`src/aocr_pkg.sv`:
```
// aocr_pkg: constants and types of the converter output configuration block
package aocr_pkg;
   // ==========================================================
   // register indexes (byte address is four times the index)
   localparam logic [7:0] IDX_PATTERN = 8'h65;
   localparam logic [7:0] IDX_GAIN = 8'h68;
   localparam logic [7:0] IDX_USER_LO = 8'h69;
   localparam logic [7:0] IDX_USER_HI = 8'h6a;
   localparam logic [7:0] IDX_OUT_IF = 8'h6c;
   localparam logic [7:0] IDX_REF = 8'h6d;
   localparam logic [7:0] IDX_SRST = 8'h6e;
   localparam int AOCR_AW = 12;
   // ==========================================================
   // field positions
   localparam int PAT_LSB = 5;
   localparam int GAIN_LSB = 0;
   localparam int OUT_IF_LSB = 3;
   localparam int REF_BIT = 4;
   localparam int SRST_BIT = 0;
   // ==========================================================
   // reset values and codes
   localparam logic [3:0] GAIN_RESET = 4'h9;
   localparam logic [1:0] OUT_IF_PIN = 2'h0;
   localparam logic [1:0] OUT_IF_LVDS = 2'h1;
   localparam logic [1:0] OUT_IF_CMOS = 2'h3;
   localparam logic [2:0] GAIN_DB_ONE = 3'h1;
   localparam logic [15:0] TOGGLE_WORD = 16'haaaa;
   localparam logic [15:0] RAMP_MAX = 16'hffff;
   localparam logic [15:0] ALL_ZERO = 16'h0000;
   localparam logic [15:0] ALL_ONE = 16'hffff;
   localparam int SAMPLE_W = 16;
   localparam int FIFO_DEPTH = 32;
   // ==========================================================
   // test pattern selector codes
   typedef enum logic [2:0] {
      PAT_NORMAL = 3'b000,
      PAT_ZEROS = 3'b001,
      PAT_ONES = 3'b010,
      PAT_TOGGLE = 3'b011,
      PAT_RAMP = 3'b100,
      PAT_USER = 3'b101,
      PAT_SPARE = 3'b110,
      PAT_UNUSED = 3'b111
   } aocr_pat_type;
   // ==========================================================
   // configuration state carried as one struct
   typedef struct packed {
      aocr_pat_type pattern;
      logic [3:0] gain;
      logic [7:0] user_lo;
      logic [7:0] user_hi;
      logic [1:0] out_if;
      logic ext_ref;
      logic srst;
   } aocr_cfg_type;
   localparam aocr_cfg_type CFG_RESET = '{
      pattern: PAT_NORMAL,
      gain: GAIN_RESET,
      user_lo: 8'h00,
      user_hi: 8'h00,
      out_if: OUT_IF_PIN,
      ext_ref: 1'b0,
      srst: 1'b0
   };
endpackage

```
`src/aocr_top.sv`:
```
// aocr_top: output configuration registers, pattern source and output fifo
//
// Our own choice: the APB slave port.
`timescale 1ns/100ps
// ==========================================================
// Summary of operation
// selector 000 samples, 001 zeros, 010 ones
// code 011 gives alternating toggle pattern
// code 100 ramps up one code per sample
// ramp wraps from maximum back to zero
// code 101 outputs the custom pattern word
// low custom register gives bits 7..0
// high custom register gives bits 15..8
// fine gain decode, reset 1 dB
// interface code 00 follows format pin
// interface code 01 forces ddr lvds
// interface code 11 forces parallel cmos
// reference bit selects internal or external
// soft reset restores every register default
// pattern selector lives at index 65
// soft reset bit clears itself afterwards

// ==========================================================
// fifo: parameterised first-in first-out buffer
module aocr_fifo
#(
   parameter int WIDTH = 16,
   parameter int DEPTH = 32
)
(
   input wire logic clk_sys,
   input wire logic rstn,
   input wire logic [WIDTH-1:0] in_data,
   input wire logic in_valid,
   output logic in_ready,
   output logic [WIDTH-1:0] out_data,
   output logic out_valid,
   input wire logic out_ready
);
   localparam int PW = $clog2(DEPTH);
   // storage array
   logic [WIDTH-1:0] mem [DEPTH];
   // pointers carry one extra wrap bit
   logic [PW:0] wr_r;
   logic [PW:0] wr_nxt;
   logic [PW:0] rd_r;
   logic [PW:0] rd_nxt;
   logic push;
   logic pop;
   logic full;
   logic empty;

   // full when the pointers differ only in the wrap bit
   assign full = (wr_r[PW] != rd_r[PW]) &&
                 (wr_r[PW-1:0] == rd_r[PW-1:0]);
   assign empty = (wr_r == rd_r);
   assign in_ready = !full;
   assign out_valid = !empty;
   assign push = in_valid && !full;
   assign pop = out_ready && !empty;
   // read port comes straight from the array word
   assign out_data = mem[rd_r[PW-1:0]];

   // next pointer values
   always_comb
   begin
      wr_nxt = wr_r;
      rd_nxt = rd_r;
      if (push)
      begin
         wr_nxt = wr_r + 1'b1;
      end
      if (pop)
      begin
         rd_nxt = rd_r + 1'b1;
      end
   end

   // pointer registers
   always_ff @(posedge clk_sys)
   begin
      if (!rstn)
      begin
         wr_r <= '0;
         rd_r <= '0;
      end
      else
      begin
         wr_r <= wr_nxt;
         rd_r <= rd_nxt;
      end
   end

   // the array needs no reset; empty hides stale words
   always_ff @(posedge clk_sys)
   begin
      if (push)
      begin
         mem[wr_r[PW-1:0]] <= in_data;
      end
   end
endmodule // aocr_fifo

// ==========================================================
// top: apb slave, pattern generator, output path
module aocr_top
   import aocr_pkg::*;
(
   input wire logic clk_sys,
   input wire logic rstn,
   // apb slave
   input wire logic psel,
   input wire logic penable,
   input wire logic pwrite,
   input wire logic [AOCR_AW-1:0] paddr,
   input wire logic [31:0] pwdata,
   output logic [31:0] prdata,
   output logic pready,
   output logic pslverr,
   // converted samples from the core
   input wire logic [SAMPLE_W-1:0] sample_data,
   input wire logic sample_valid,
   output logic sample_ready,
   // interface strap pin, high asks for lvds
   input wire logic format_select_pin,
   // output words toward the capture device
   output logic [SAMPLE_W-1:0] out_data,
   output logic out_valid,
   input wire logic out_ready,
   // analog side controls
   output logic lvds_mode,
   output logic ext_ref_mode,
   output logic [2:0] gain_db
);
   // ==========================================================
   // declarations
   aocr_cfg_type cfg_r; // configuration registers
   aocr_cfg_type cfg_nxt;
   logic [31:0] prdata_r; // read data latched in setup
   logic [31:0] prdata_nxt;
   logic pslverr_r; // unmapped flag latched in setup
   logic pslverr_nxt;
   logic [15:0] ramp_r; // ramp counter
   logic [15:0] ramp_nxt;
   logic [15:0] tog_r; // toggle word, flips each push while code 011 is selected
   logic [15:0] tog_nxt;
   logic lvds_r; // interface choice to the pads
   logic lvds_nxt;
   logic [2:0] gain_db_r; // decoded gain in dB
   logic [2:0] gain_db_nxt;
   logic [7:0] idx; // register index from the address
   logic hit; // address maps onto a register
   logic wr_en; // write completes this cycle
   logic [15:0] src_data; // word entering the fifo
   logic src_valid;
   logic fifo_ready;
   logic src_push;
   logic [15:0] user_word;
   logic live; // core samples are selected

   // ==========================================================
   // address decode
   // word aligned: low two bits are ignored
   assign idx = paddr[9:2];
   always_comb
   begin
      hit = 1'b0;
      case (idx)
         IDX_PATTERN, IDX_GAIN, IDX_USER_LO,
         IDX_USER_HI, IDX_OUT_IF, IDX_REF,
         IDX_SRST: hit = (paddr[AOCR_AW-1:10] == '0);
         default: hit = 1'b0;
      endcase
   end

   // zero wait state: every access phase completes
   assign pready = 1'b1;
   assign prdata = prdata_r;
   assign pslverr = pslverr_r;
   assign wr_en = psel && penable && pwrite && hit;

   // ==========================================================
   // read data and error, captured during the setup cycle
   // so the data output comes from a flip-flop
   always_comb
   begin
      prdata_nxt = prdata_r;
      pslverr_nxt = pslverr_r;
      if (psel && !penable)
      begin
         prdata_nxt = 32'h0000_0000;
         pslverr_nxt = !hit;
         if (!pwrite)
         begin
            case (idx)
               IDX_PATTERN: prdata_nxt[PAT_LSB +: 3] = cfg_r.pattern;
               IDX_GAIN: prdata_nxt[GAIN_LSB +: 4] = cfg_r.gain;
               IDX_USER_LO: prdata_nxt[7:0] = cfg_r.user_lo;
               IDX_USER_HI: prdata_nxt[7:0] = cfg_r.user_hi;
               IDX_OUT_IF: prdata_nxt[OUT_IF_LSB +: 2] = cfg_r.out_if;
               IDX_REF: prdata_nxt[REF_BIT] = cfg_r.ext_ref;
               IDX_SRST: prdata_nxt[SRST_BIT] = cfg_r.srst;
               default: prdata_nxt = 32'h0000_0000;
            endcase
         end
      end
   end

   // bus answer registers
   always_ff @(posedge clk_sys)
   begin
      if (!rstn)
      begin
         prdata_r <= 32'h0000_0000;
         pslverr_r <= 1'b0;
      end
      else
      begin
         prdata_r <= prdata_nxt;
         pslverr_r <= pslverr_nxt;
      end
   end

   // ==========================================================
   // configuration registers
   // a pending soft reset wins over any write in the same cycle
   always_comb
   begin
      cfg_nxt = cfg_r;
      if (cfg_r.srst)
      begin
         // one cycle after the write all fields go default,
         // srst itself included so it clears
         cfg_nxt = CFG_RESET;
      end
      else if (wr_en)
      begin
         case (idx)
            IDX_PATTERN:
               cfg_nxt.pattern = aocr_pat_type'(pwdata[PAT_LSB +: 3]);
            IDX_GAIN: cfg_nxt.gain = pwdata[GAIN_LSB +: 4];
            IDX_USER_LO: cfg_nxt.user_lo = pwdata[7:0];
            IDX_USER_HI: cfg_nxt.user_hi = pwdata[7:0];
            IDX_OUT_IF: cfg_nxt.out_if = pwdata[OUT_IF_LSB +: 2];
            IDX_REF: cfg_nxt.ext_ref = pwdata[REF_BIT];
            IDX_SRST: cfg_nxt.srst = pwdata[SRST_BIT];
            default: cfg_nxt = cfg_r;
         endcase
      end
   end

   // configuration flip-flops
   always_ff @(posedge clk_sys)
   begin
      if (!rstn)
      begin
         cfg_r <= CFG_RESET;
      end
      else
      begin
         cfg_r <= cfg_nxt;
      end
   end

   // ==========================================================
   // pattern source
   // custom word assembled from the two byte registers
   assign user_word = {cfg_r.user_hi, cfg_r.user_lo};

   // samples pass on 000 and on the two unused codes
   assign live = (cfg_r.pattern == PAT_NORMAL) ||
      (cfg_r.pattern == PAT_SPARE) || (cfg_r.pattern == PAT_UNUSED);
   // test patterns are always valid; normal mode waits on
   // the core and passes fifo back-pressure to it
   assign src_valid = live ? sample_valid : 1'b1;
   always_comb
   begin
      case (cfg_r.pattern)
         PAT_ZEROS: src_data = ALL_ZERO;
         PAT_ONES: src_data = ALL_ONE;
         PAT_TOGGLE: src_data = tog_r;
         PAT_RAMP: src_data = ramp_r;
         PAT_USER: src_data = user_word;
         // normal and unused codes fall back to live samples
         default: src_data = sample_data;
      endcase
   end

   assign src_push = src_valid && fifo_ready;
   // core only sees ready while its samples are selected
   assign sample_ready = fifo_ready && live;

   // ramp and toggle advance only on words the fifo took,
   // so a stalled reader never sees a skipped code
   always_comb
   begin
      ramp_nxt = ramp_r;
      tog_nxt = tog_r;
      if (cfg_r.pattern != PAT_RAMP)
      begin
         ramp_nxt = ALL_ZERO; // ramp restarts from zero
      end
      else if (src_push)
      begin
         if (ramp_r == RAMP_MAX)
         begin
            ramp_nxt = ALL_ZERO;
         end
         else
         begin
            ramp_nxt = ramp_r + 16'h0001;
         end
      end
      if (cfg_r.pattern != PAT_TOGGLE)
      begin
         tog_nxt = TOGGLE_WORD;
      end
      else if (src_push)
      begin
         tog_nxt = ~tog_r;
      end
   end

   // pattern state flip-flops
   always_ff @(posedge clk_sys)
   begin
      if (!rstn)
      begin
         ramp_r <= ALL_ZERO;
         tog_r <= TOGGLE_WORD;
      end
      else
      begin
         ramp_r <= ramp_nxt;
         tog_r <= tog_nxt;
      end
   end

   // ==========================================================
   // output fifo toward the capture device
   aocr_fifo
   #(
      .WIDTH(SAMPLE_W),
      .DEPTH(FIFO_DEPTH)
   )
   u_fifo
   (
      .clk_sys(clk_sys),
      .rstn(rstn),
      .in_data(src_data),
      .in_valid(src_valid),
      .in_ready(fifo_ready),
      .out_data(out_data),
      .out_valid(out_valid),
      .out_ready(out_ready)
   );

   // ==========================================================
   // interface choice and gain decode
   always_comb
   begin
      case (cfg_r.out_if)
         OUT_IF_PIN: lvds_nxt = format_select_pin;
         OUT_IF_LVDS: lvds_nxt = 1'b1;
         OUT_IF_CMOS: lvds_nxt = 1'b0;
         default: lvds_nxt = format_select_pin;
      endcase
      // top bit clear and code 1111 both give 1 dB
      if (!cfg_r.gain[3] || (cfg_r.gain == 4'hf))
      begin
         gain_db_nxt = GAIN_DB_ONE;
      end
      else
      begin
         gain_db_nxt = cfg_r.gain[2:0];
      end
   end

   // pad control flip-flops
   always_ff @(posedge clk_sys)
   begin
      if (!rstn)
      begin
         lvds_r <= 1'b0;
         gain_db_r <= GAIN_DB_ONE;
      end
      else
      begin
         lvds_r <= lvds_nxt;
         gain_db_r <= gain_db_nxt;
      end
   end

   assign lvds_mode = lvds_r;
   assign gain_db = gain_db_r;
   assign ext_ref_mode = cfg_r.ext_ref;
endmodule // aocr_top

```
`config.mk`:
```
export PLATFORM = sky130hd
export DESIGN_NAME = aocr_top
export DESIGN_NICKNAME = d
export VERILOG_FILES = /design/src/aocr_pkg.sv /design/src/aocr_top.sv
export SDC_FILE = /design/constraint.sdc
export NUM_CORES = 1
export LEC_CHECK = 0
export BUFFER_PORTS_ARGS = -buffer_cell sky130_fd_sc_hd__buf_4
export CAP_MARGIN = 20
export CORE_MARGIN = 2
export CORE_UTILIZATION = 25
export DETAILED_ROUTE_END_ITERATION = 10
export PLACE_DENSITY = 0.44
export SETUP_SLACK_MARGIN = 0.4
export SLEW_MARGIN = 20
export SYNTH_ARGS = -nofsm -noshare
export SYNTH_HDL_FRONTEND = slang
export SYNTH_SLANG_ARGS = --single-unit
```
`constraint.sdc`:
```
create_clock -name clk_sys -period 8.5 [get_ports clk_sys]
set_input_delay 0.425 -clock clk_sys [delete_from_list [all_inputs] [get_ports clk_sys]]
set_output_delay 0.425 -clock clk_sys [all_outputs]
set_load 0.01 [all_outputs]
```
=== After elaboration in Yosys (flattened, before gate mapping) ===
Memories as Yosys holds them, arrays and structs flattened. A register that Yosys moved wholly into a read port is not among the register bits.
Cells that the tools add are included.

* Word-level logic and storage cells: 91
* Input port bits: 68
* Register bits after elaboration: 108
* Output and inout bits: 57
* Memories kept: 1
* RAM bits: 512

* Equal/unequal tests: 23
* Reduce and logical (&&, ||, !) cells: 30
* Mux-type cells: 15
* Add/sub/neg operators: 3
* Bitwise logic cells: 4

{| class="wikitable"
|+ Memory list
! name !! words !! bits a word !! read ports !! clocked after memory_dff !! write ports !! line !! source
|-
| u_fifo.mem || 32 || 16 || 1 || 1 || 1 || aocr_top.sv:42 || <nowiki>logic [WIDTH-1:0] mem [DEPTH];</nowiki>
|}

{| class="wikitable"
|+ Operator list
! operator !! count
|-
| one-hot mux 16 bit (5 select lines) || 1
|-
| equality test 8 x 7 -> 1 bit (second input constant) || 7
|-
| adder 16 x 1 -> 16 bit (second input constant) || 1
|-
| equality test 16 bit (second input constant) || 1
|-
| 2-to-1 mux 16 bit || 1
|-
| inverter 16 bit || 1
|-
| adder 6 x 1 -> 6 bit (second input constant) || 2
|-
| equality test 3 bit (second input constant) || 4
|-
| one-hot mux 1 bit (4 select lines) || 3
|-
| AND reduction 2 bit || 6
|-
| 2-to-1 mux 5 bit || 2
|-
| one-hot mux 3 bit (3 select lines) || 1
|-
| logical AND 1 bit || 8
|-
| 2-to-1 mux 8 bit || 1
|-
| OR reduction 2 bit || 4
|-
| OR reduction 7 bit || 1
|-
| equality test 3 x 2 -> 1 bit (second input constant) || 2
|-
| equality test 6 bit || 1
|-
| one-hot mux 2 bit (3 select lines) || 1
|-
| equality test 5 bit || 1
|-
| zero test 1 bit || 5
|-
| equality test 4 bit (second input constant) || 1
|-
| 2-to-1 mux 1 bit || 4
|-
| OR reduction 4 bit || 1
|-
| other kinds (11) || 15
|}

=== Logic depth before layout (Yosys ltp) ===
Gate-level depths: netlist of run 1.

* Word-level depth: 7
* Gate-level depth with buffers: 8
* Mapped depth without buffers: 5

=== Modules after synthesis ===
Synthesis of run 1 repeated with hierarchy kept, for this count alone.

* Cells, all modules: 1716
* Area total of the unflattened synthesis: 24870.1 µm²

{| class="wikitable"
|+ By module, submodules not included
! module !! sequential area each (µm²) !! times used !! area each (µm²) !! cells each
|-
| aocr_fifo || 15715.1 || 1 || 20846.2 || 1213
|-
| aocr_top || 1441.4 || 1 || 4023.9 || 503
|}

=== Worst setup path before layout of run 1 ===
No wires, ideal clock.

* Path type: register -> register
* Start point: register u_fifo.wr_r[0]
* End point: memory u_fifo.mem[2][0] (enable)
* Cell stages (with the launch flop): 6
* Clock period less this slack: 3.265 ns
* Buffers on the path: 0
* Setup time: 0.430 ns
* Required time: 8.070 ns
* Arrival: 2.834 ns
* Slack: 5.235 ns
* Cells stage by stage: dfxtp_1 -> nand2b_1 -> and4_1 -> a21oi_2 -> nand2_1 -> nor4_1

* Cells in the longest elaborated chain, start to end: 6

{| class="wikitable"
|+ RTL lines
! item !! line !! source
|-
| start, declared || aocr_top.sv:44 || <nowiki>logic [PW:0] wr_r;</nowiki>
|-
| start signal, assigned || aocr_top.sv:89 || <nowiki>wr_r <= wr_nxt;</nowiki>
|-
| equality test 5 bit || aocr_top.sv:55 || <nowiki>(wr_r[PW-1:0] == rd_r[PW-1:0]);</nowiki>
|-
| logical AND 1 bit || aocr_top.sv:54 || <nowiki>assign full = (wr_r[PW] != rd_r[PW]) &&</nowiki>
|-
| zero test 1 bit || aocr_top.sv:59 || <nowiki>assign push = in_valid && !full;</nowiki>
|-
| logical AND 1 bit || aocr_top.sv:59 ||
|-
| 2-to-1 mux 1 bit || aocr_top.sv:97 || <nowiki>if (push)</nowiki>
|-
| 2-to-1 mux 1 bit (implied by the code) || aocr_top.sv:99 || <nowiki>mem[wr_r[PW-1:0]] <= in_data;</nowiki>
|-
| end, declared || aocr_top.sv:42 ||
|}

Several ways; a longest one is shown, not always the timed one.

==> results.txt, run 1 <==
Area delta synth->final: 16.99%
Postcts setup bufs: 0
Async SR Flop Fraction: 0%
Period utilization: 53.40%
Clock Latency Late Sink: 0.65 ns
Outcome: complete, no violations
Final TNS setup: 0 ns
Flop-to-flop setup slack: 5.14 ns
Final core utilization: 29.58%
Critical path startpoint category: flip-flop
Power per cell area: 220.7 nW/µm²
Port Buffers: 73
Post-DP Area: 26730 µm²
Internal power: 4877 µW
Fmax: 220.3 MHz
Routed Antenna Nets: 0
Grt ovf: 0
#FFs+latches synth: 601
Worst Tran Pin Value: 1.127 ns
I/O pin cnt: 125
Number of fill cells in the layout: 9703
Vias in the first global route: 13720
Initial antenna violation count: 0
Total track usage: 12.72%
Max Buffers Root-to-Sink: 3
CP max FO: 42
HP Start: format_select_pin
Clock sink total: 601
Mean post-synth cell area: 16.50 µm²
Largest net degree at the start of global routing: 127
Site row count: 114
TritonCTS Buffers: 60
Avg Vias per Cell: 4.628
Max-slew headroom: 24.78%
Htree depth: 2
Cell variety after synth: 58
Post-DP HPWL: 37.84 mm
WHS: 0.05020 ns
First DRT Iteration DRCs: 1179
Synthesized cell area: 24520 µm²
CTS tree: yes
Synth warn: 0
Logic pwr share: 7.7%
Hold endpoint: lvds_mode
Worst vdd ir: 183.6 µV
Die Span Y: 317.2 µm
Worst EP required: 8.08 ns
Sequential share of power: 51.4%
RR Endpoint: ramp_r[4]
Crit path kind: reg -> out
Yosys top cell area share: 62.69%
HP Class: in -> reg
Top cells by area, synth: edfxtp_1 63%, mux4_2 8.8%, dfxtp_1 7.3%, mux2i_1 4.7%, o211ai_1 1.6%
Final GP Congestion: 0.7975
Hold path cells: 3
Clock share of power: 40.8%
RSZ-0062 raised after global routing: no
Final Power: 6331 µW
Net Switching: 1454 µW
Reg-to-reg startpoint: cfg_r[24]
Reg2Reg Depth: 5
Number of synthesized flops with an enable pin: 512
Full die area: 100600 µm²
TritonRoute pass-1 iters: 7
Min cycle time layout: 4.539 ns
CTS resizes: 0
Arr. time, crit path: 4.11 ns
CORE AREA: 96990 µm²
P_leak: 0.008501 µW
Nets: 1656
Max Slew Vio Count: 0
Hold_buf cts: 0
Layout Skew: 0.04120 ns
Cells after Synth: 1486
Final Cell Area: 28690 µm²
Register area share after synthesis: 69.96%
Area leader, netlist: edfxtp_1
Drt wl/cell: 22.18 µm
CTS root buffer: clkbuf_16
DR vias: 13480
Initial Util: 25.28%
Chip width: 317.2 µm
Total length of routed wires: 64.61 mm
Setup violations, final: 0
Global-route wire length before repair: 92.96 mm
Crit end category: output pin
Clock Pin Slew Worst Setup and Hold Paths: 0.06 ns
Layout cells sized above 1: 22.79%
Ys flop type: edfxtp_1
Max Cap Viol: 0
Final Hold Viols: 0
Drc violations: 0
Sw Share: 22.97%
cell usage in the layout, fill, tap and decap left out, drive strengths merged, types with 4 or more instances in the layout:
master and instances:
a21oi 59, a221oi 32, a22oi 8, and3 5, and4 4, buf 129
bufinv 4, clkbuf 76, clkinv 31, conb 25, dfxtp 89, diode 5
edfxtp 512, ha 6, inv 7, mux2 17, mux2i 114, mux4 96
nand2 48, nand2b 11, nand3 15, nand3b 6, nand4 6, nor2 88
nor2b 4, nor3 12, nor4 9, o211ai 52, o21ai 65, o22ai 17
o31ai 12, or2 5, or3 8, or4 11, xnor2 22, xor2 4
power by group through the flow:
stage	logic (µW)	clock network, µW	registers [µW]
2_1_floorplan	328	0	3290
3_3_place_gp	488	0	3320
3_5_place_dp	493	0	3320
4_1_cts	494	2650	3260
5_1_grt	526	2760	3260
6_report	489	2580	3260
worst max-delay path: stages, from the launching register on:
cell      delay (ns)
dfxtp_4         0.90
buf_4           0.70
and2_2          0.92
a221oi_1        0.17
o21ai_0         0.24
o211ai_1        0.27
buf_4           0.24
how the worst max path moves through the flow:
stage / start / endpoint / slack [ns] / cells after the start
2_1_floorplan: u_fifo.wr_r[0] / u_fifo.mem[2][0] / 5.24 / 5
3_3_place_gp: flip-flop / out_data[3] / 4.34 / 6
3_5_place_dp: flip-flop / out_data[3] / 4.32 / 6
4_1_cts: flip-flop / out_data[3] / 3.62 / 6
5_1_grt: flip-flop / out_data[5] / 3.70 / 6
6_report: flip-flop / out_data[3] / 3.96 / 6
cells in the mapped netlist, types with 6 or more instances:
| cell | n |
|---|---|
| clkbuf_1 | 55 |
| o21ai_0 | 62 |
| mux2_2 | 17 |
| xnor2_1 | 22 |
| o22ai_1 | 17 |
| mux2i_1 | 114 |
| ha_1 | 6 |
| nor3_1 | 12 |
| or4_1 | 11 |
| nand3b_1 | 6 |
| a221oi_1 | 32 |
| mux4_2 | 96 |
| or3_1 | 8 |
| nor4_1 | 6 |
| o211ai_1 | 52 |
| a21oi_1 | 58 |
| nand3_1 | 15 |
| buf_4 | 33 |
| o31ai_1 | 12 |
| buf_2 | 21 |
| nand2_1 | 48 |
| nand2b_1 | 10 |
| edfxtp_1 | 512 |
| a22oi_1 | 8 |
| dfxtp_1 | 89 |
| nor2_1 | 88 |
| inv_1 | 7 |
cells by family after synthesis:
kind of cell / synth area share (%)
compound gates: 6.674
flops: 69.96
buf+inv: 2.638
simple gates: 5.214
other cells: 0.03062
xor+xnor: 0.9285
fa+ha+maj: 0.3061
mux: 14.25
flip-flops by register name, indices dropped and copies added (netlist names), named ones only:
signal,cells
ext_ref_mode,1
pslverr,1
tog_r,16
u_fifo.mem,512
u_fifo.wr_r,6
cfg_r,26
ramp_r,16
u_fifo.rd_r,6
lvds_mode,1
gain_db,3
prdata,8
metal layers:
metal  share of wire [%]  global-route usage [%]  vias to the layer above
met1                  44                   17.09                     7002
li1                    -                       -                     6079
met5                   0                       0                        -
met2                  48                   21.38                      323
met4                 1.9                   3.030                        0
met3                 5.3                   2.217                       76
metrics by stage:
| stage | setup WS, ns | cells |
|---|---|---|
| floorplan | 5.235 | 1509 |
| global placement | 4.336 | 2794 |
| detailed placement | 4.319 | 2794 |
| CTS | 3.623 | 2906 |
| global route | 3.699 | 2908 |
| finish | 3.961 | 2913 |
cell type report:
| type | count | area [µm²] | share of cell area (%) |
|---|---|---|---|
| flip-flops and latches | 601 | 17170 | 59.85 |
| diodes | 5 | 12.51 | 0.04361 |
| well taps | 1276 | 1597 | 5.565 |
| repair buffers | 129 | 1001 | 3.489 |
| inverters | 8 | 30.03 | 0.1047 |
| clock inverters | 36 | 306.5 | 1.068 |
| clock buffers | 76 | 1603 | 5.587 |
| multi-input cells | 782 | 6970 | 24.30 |
Note: power is estimated with default switching activity, not from simulation.
==> run 2: changes to the inputs <==
- ABC_AREA: unset -> 1
- clock period: 8.5 -> 4.65 ns (I/O delays scaled with it)
==> run 2 against run 1 <==
Net effect: flip-flop and latch count stayed put; sequential power is 82% higher; critical endpoint unchanged; global-route usage is 1.1 points higher; largest cell class unchanged; non-clock buffer count is 22 higher; cell area is 3.9% higher.
==> results.txt, run 2 <==
Outcome: complete, no violations
Fmax: 284.0 MHz
Max Buffers Root-to-Sink: 3
Drt wl/cell: 19.36 µm
Slowest stage delay, CP: 0.58 ns
Clock Pin Slew Worst Setup and Hold Paths: 0.06 ns
Post-DP HPWL: 42.15 mm
Most frequent cells in the layout: 512 x edfxtp_1, 373 x nand2_1, 319 x nor2_1, 135 x buf_4, 125 x o21ai_0
Crit end category: output pin
Reg2Reg Depth: 9
Most common cell after layout, fill and taps aside: edfxtp_1
Drc violations: 0
Critical path cell sequence: inv_8, buf_4, o21bai_1, o221ai_1, nand3_1, nand2_1, nand2_1, nand2_1, buf_4
First DRT Iteration DRCs: 1330
Final Hold Viols: 0
TritonRoute pass-1 iters: 5
Chip width: 322.9 µm
Global-route wire length before repair: 107.5 mm
Slowest cell on crit path: buf_4
Register area share after synthesis: 67.49%
DR vias: 17070
RR Endpoint: u_fifo.mem[4][3]
Final Power: 12320 µW
HP Class: in -> reg
Full die area: 104300 µm²
Max reg flops: 512
Grt ovf: 0
Min cycle time layout: 3.521 ns
Mean post-synth cell area: 11.46 µm²
Power per cell area: 413.0 nW/µm²
Ys flop type: edfxtp_1
RSZ-0062 raised after global routing: no
Mux cell area share after synthesis: 0%
Max-slew headroom: 34.76%
Cell variety after synth: 45
Delay-heaviest family, CP: buffers and inverters
Vias in the first global route: 17110
Hold path cells: 4
Max Cap Viol: 0
Routed Antenna Nets: 0
Final GP Congestion: 0.8289
Simple-gate portion of the synthesized area: 14.01%
Top cells by area, synth: edfxtp_1 60%, dfxtp_1 7.0%, nand2_1 5.5%, nor2_1 4.9%, o221ai_1 3.8%
Async SR Flop Fraction: 0%
Final TNS setup: 0 ns
Most frequent cell after synthesis: edfxtp_1
P_leak: 0.01016 µW
Postcts setup bufs: 0
Worst vdd ir: 210.8 µV
Arr. time, crit path: 3.29 ns
Site row count: 116
Critical path startpoint category: flip-flop
Nets: 2381
Cells after Synth: 2218
Port Buffers: 73
Initial antenna violation count: 0
Area leader, netlist: edfxtp_1
Worst Tran Pin Value: 0.9772 ns
TritonCTS Buffers: 66
Total track usage: 13.77%
Area delta synth->final: 17.30%
I/O pin cnt: 125
Avg Vias per Cell: 4.591
Synth warn: 0
Hold endpoint: prdata[5]
Final setup margin: 1.129 ns
Synth Area in XOR/XNOR: 0.7235%
CORE AREA: 100400 µm²
Total length of routed wires: 72.00 mm
Layout Skew: 0.03752 ns
Number of fill cells in the layout: 10280
Clock Latency Late Sink: 0.62 ns
CP dominant cell by count: nand2_1
Yosys top cell area share: 60.48%
Reg-to-reg startpoint: u_fifo.wr_r[2]
Post-Synth Adder-Cell Area: 0.2953%
Htree depth: 3
Period utilization: 75.73%
Synth Area in Compound Gates: 12.92%
Pre-CTS setup slack: 1.682 ns
Layout cells sized above 1: 13.43%
Crit path kind: reg -> out
Largest net degree at the start of global routing: 115
CTS root buffer: clkbuf_16
Flop-to-flop setup slack: 1.76 ns
Final core utilization: 29.69%
Number of synthesized flops with an enable pin: 512
Max Slew Vio Count: 0
#FFs+latches synth: 601
Clock sink total: 601
Main combinational cell family by area after synthesis: simple AND/OR/NAND/NOR gates
CP max FO: 114
Worst EP required: 4.42 ns
CTS tree: yes
WHS: 0.03324 ns
HP Start: penable
CP bufs+invs: 3
Synth top cells by count: 512 x edfxtp_1, 373 x nand2_1, 334 x nor2_1
Setup violations, final: 0
Die Span Y: 322.9 µm
Synthesized cell area: 25420 µm²
Initial Util: 25.31%
[run 2: changes by cell type in the layout (fill, tap and decap cells not counted), moves of 96 or more]
| cell | previous run | this run |
|---|---|---|
| o21bai_1 | 0 | 110 |
| nor2_1 | 88 | 319 |
| nand2_1 | 48 | 373 |
| mux2i_1 | 114 | 0 |
| mux4_2 | 96 | 0 |
| o221ai_1 | 0 | 110 |
[run 2: routing by layer]
layer	vias up	share of wire, %	wire, µm	track usage [%]
met3	107	4.2	3011	1.903
met5	-	0	0	0
li1	8085	-	-	-
met4	0	3.1	2234	5.437
met2	333	48	34640	23.33
met1	8549	45	32110	17.75
[run 2: power by group]
part	internal (µW)	switching, µW	leakage [µW]
logic	482	926	0.00383
registers	5880	57.6	0.00533
clock network	2820	2150	0.00100
[run 2: worst max-delay path by stage]
| stage | from | to | slack (ns) | cells after the start |
|---|---|---|---|---|
| 2_1_floorplan | u_fifo.wr_r[1] | u_fifo.mem[31][0] | 1.92 | 7 |
| 3_3_place_gp | flip-flop | out_data[2] | 1.70 | 8 |
| 3_5_place_dp | flip-flop | out_data[3] | 1.68 | 9 |
| 4_1_cts | flip-flop | out_data[2] | 1.05 | 8 |
| 5_1_grt | flip-flop | out_data[3] | 0.84 | 9 |
| 6_report | flip-flop | out_data[3] | 1.13 | 9 |
[run 2: timing repair]
item	4_1_cts	5_1_grt
resized for setup	0	0
endpoints found under the hold margin	37	0
hold buffers	12	0
[run 2: logic make-up after synthesis]
logic type	Yosys count
xor gates and xnor gates	21
buffers and inverters	243
other	2
and+or+nand+nor	858
DFF	601
adders and majority gates	6
AOI/OAI and AO/OA	487
[run 2: stage by stage]
| step | area [µm²] | instances |
|---|---|---|
| final | 29820 | 3719 |
| after global routing | 29820 | 3718 |
| after CTS | 29810 | 3718 |
| after detailed placement | 27650 | 3584 |
| after global placement | 27650 | 3584 |
| after floorplan | 25510 | 2241 |
[run 2: tightest hold or removal path, stage by stage]
cell and delay, ns:
buf_4 0.09, nor2_1 0.09, nand3_1 0.10, a21oi_1 0.06
[run 2: final cells by class]
| type | count | area [µm²] | share of cell area (%) |
|---|---|---|---|
| Multi-Input combinational cell | 1397 | 7353 | 24.66 |
| Antenna cell | 1 | 2.502 | 0.008391 |
| Tap cell | 1357 | 1698 | 5.694 |
| Inverter | 90 | 345.3 | 1.158 |
| Sequential cell | 601 | 17170 | 57.57 |
| Clock buffer | 86 | 1810 | 6.071 |
| Timing Repair Buffer | 151 | 1205 | 4.040 |
| Clock inverter | 36 | 239.0 | 0.8014 |
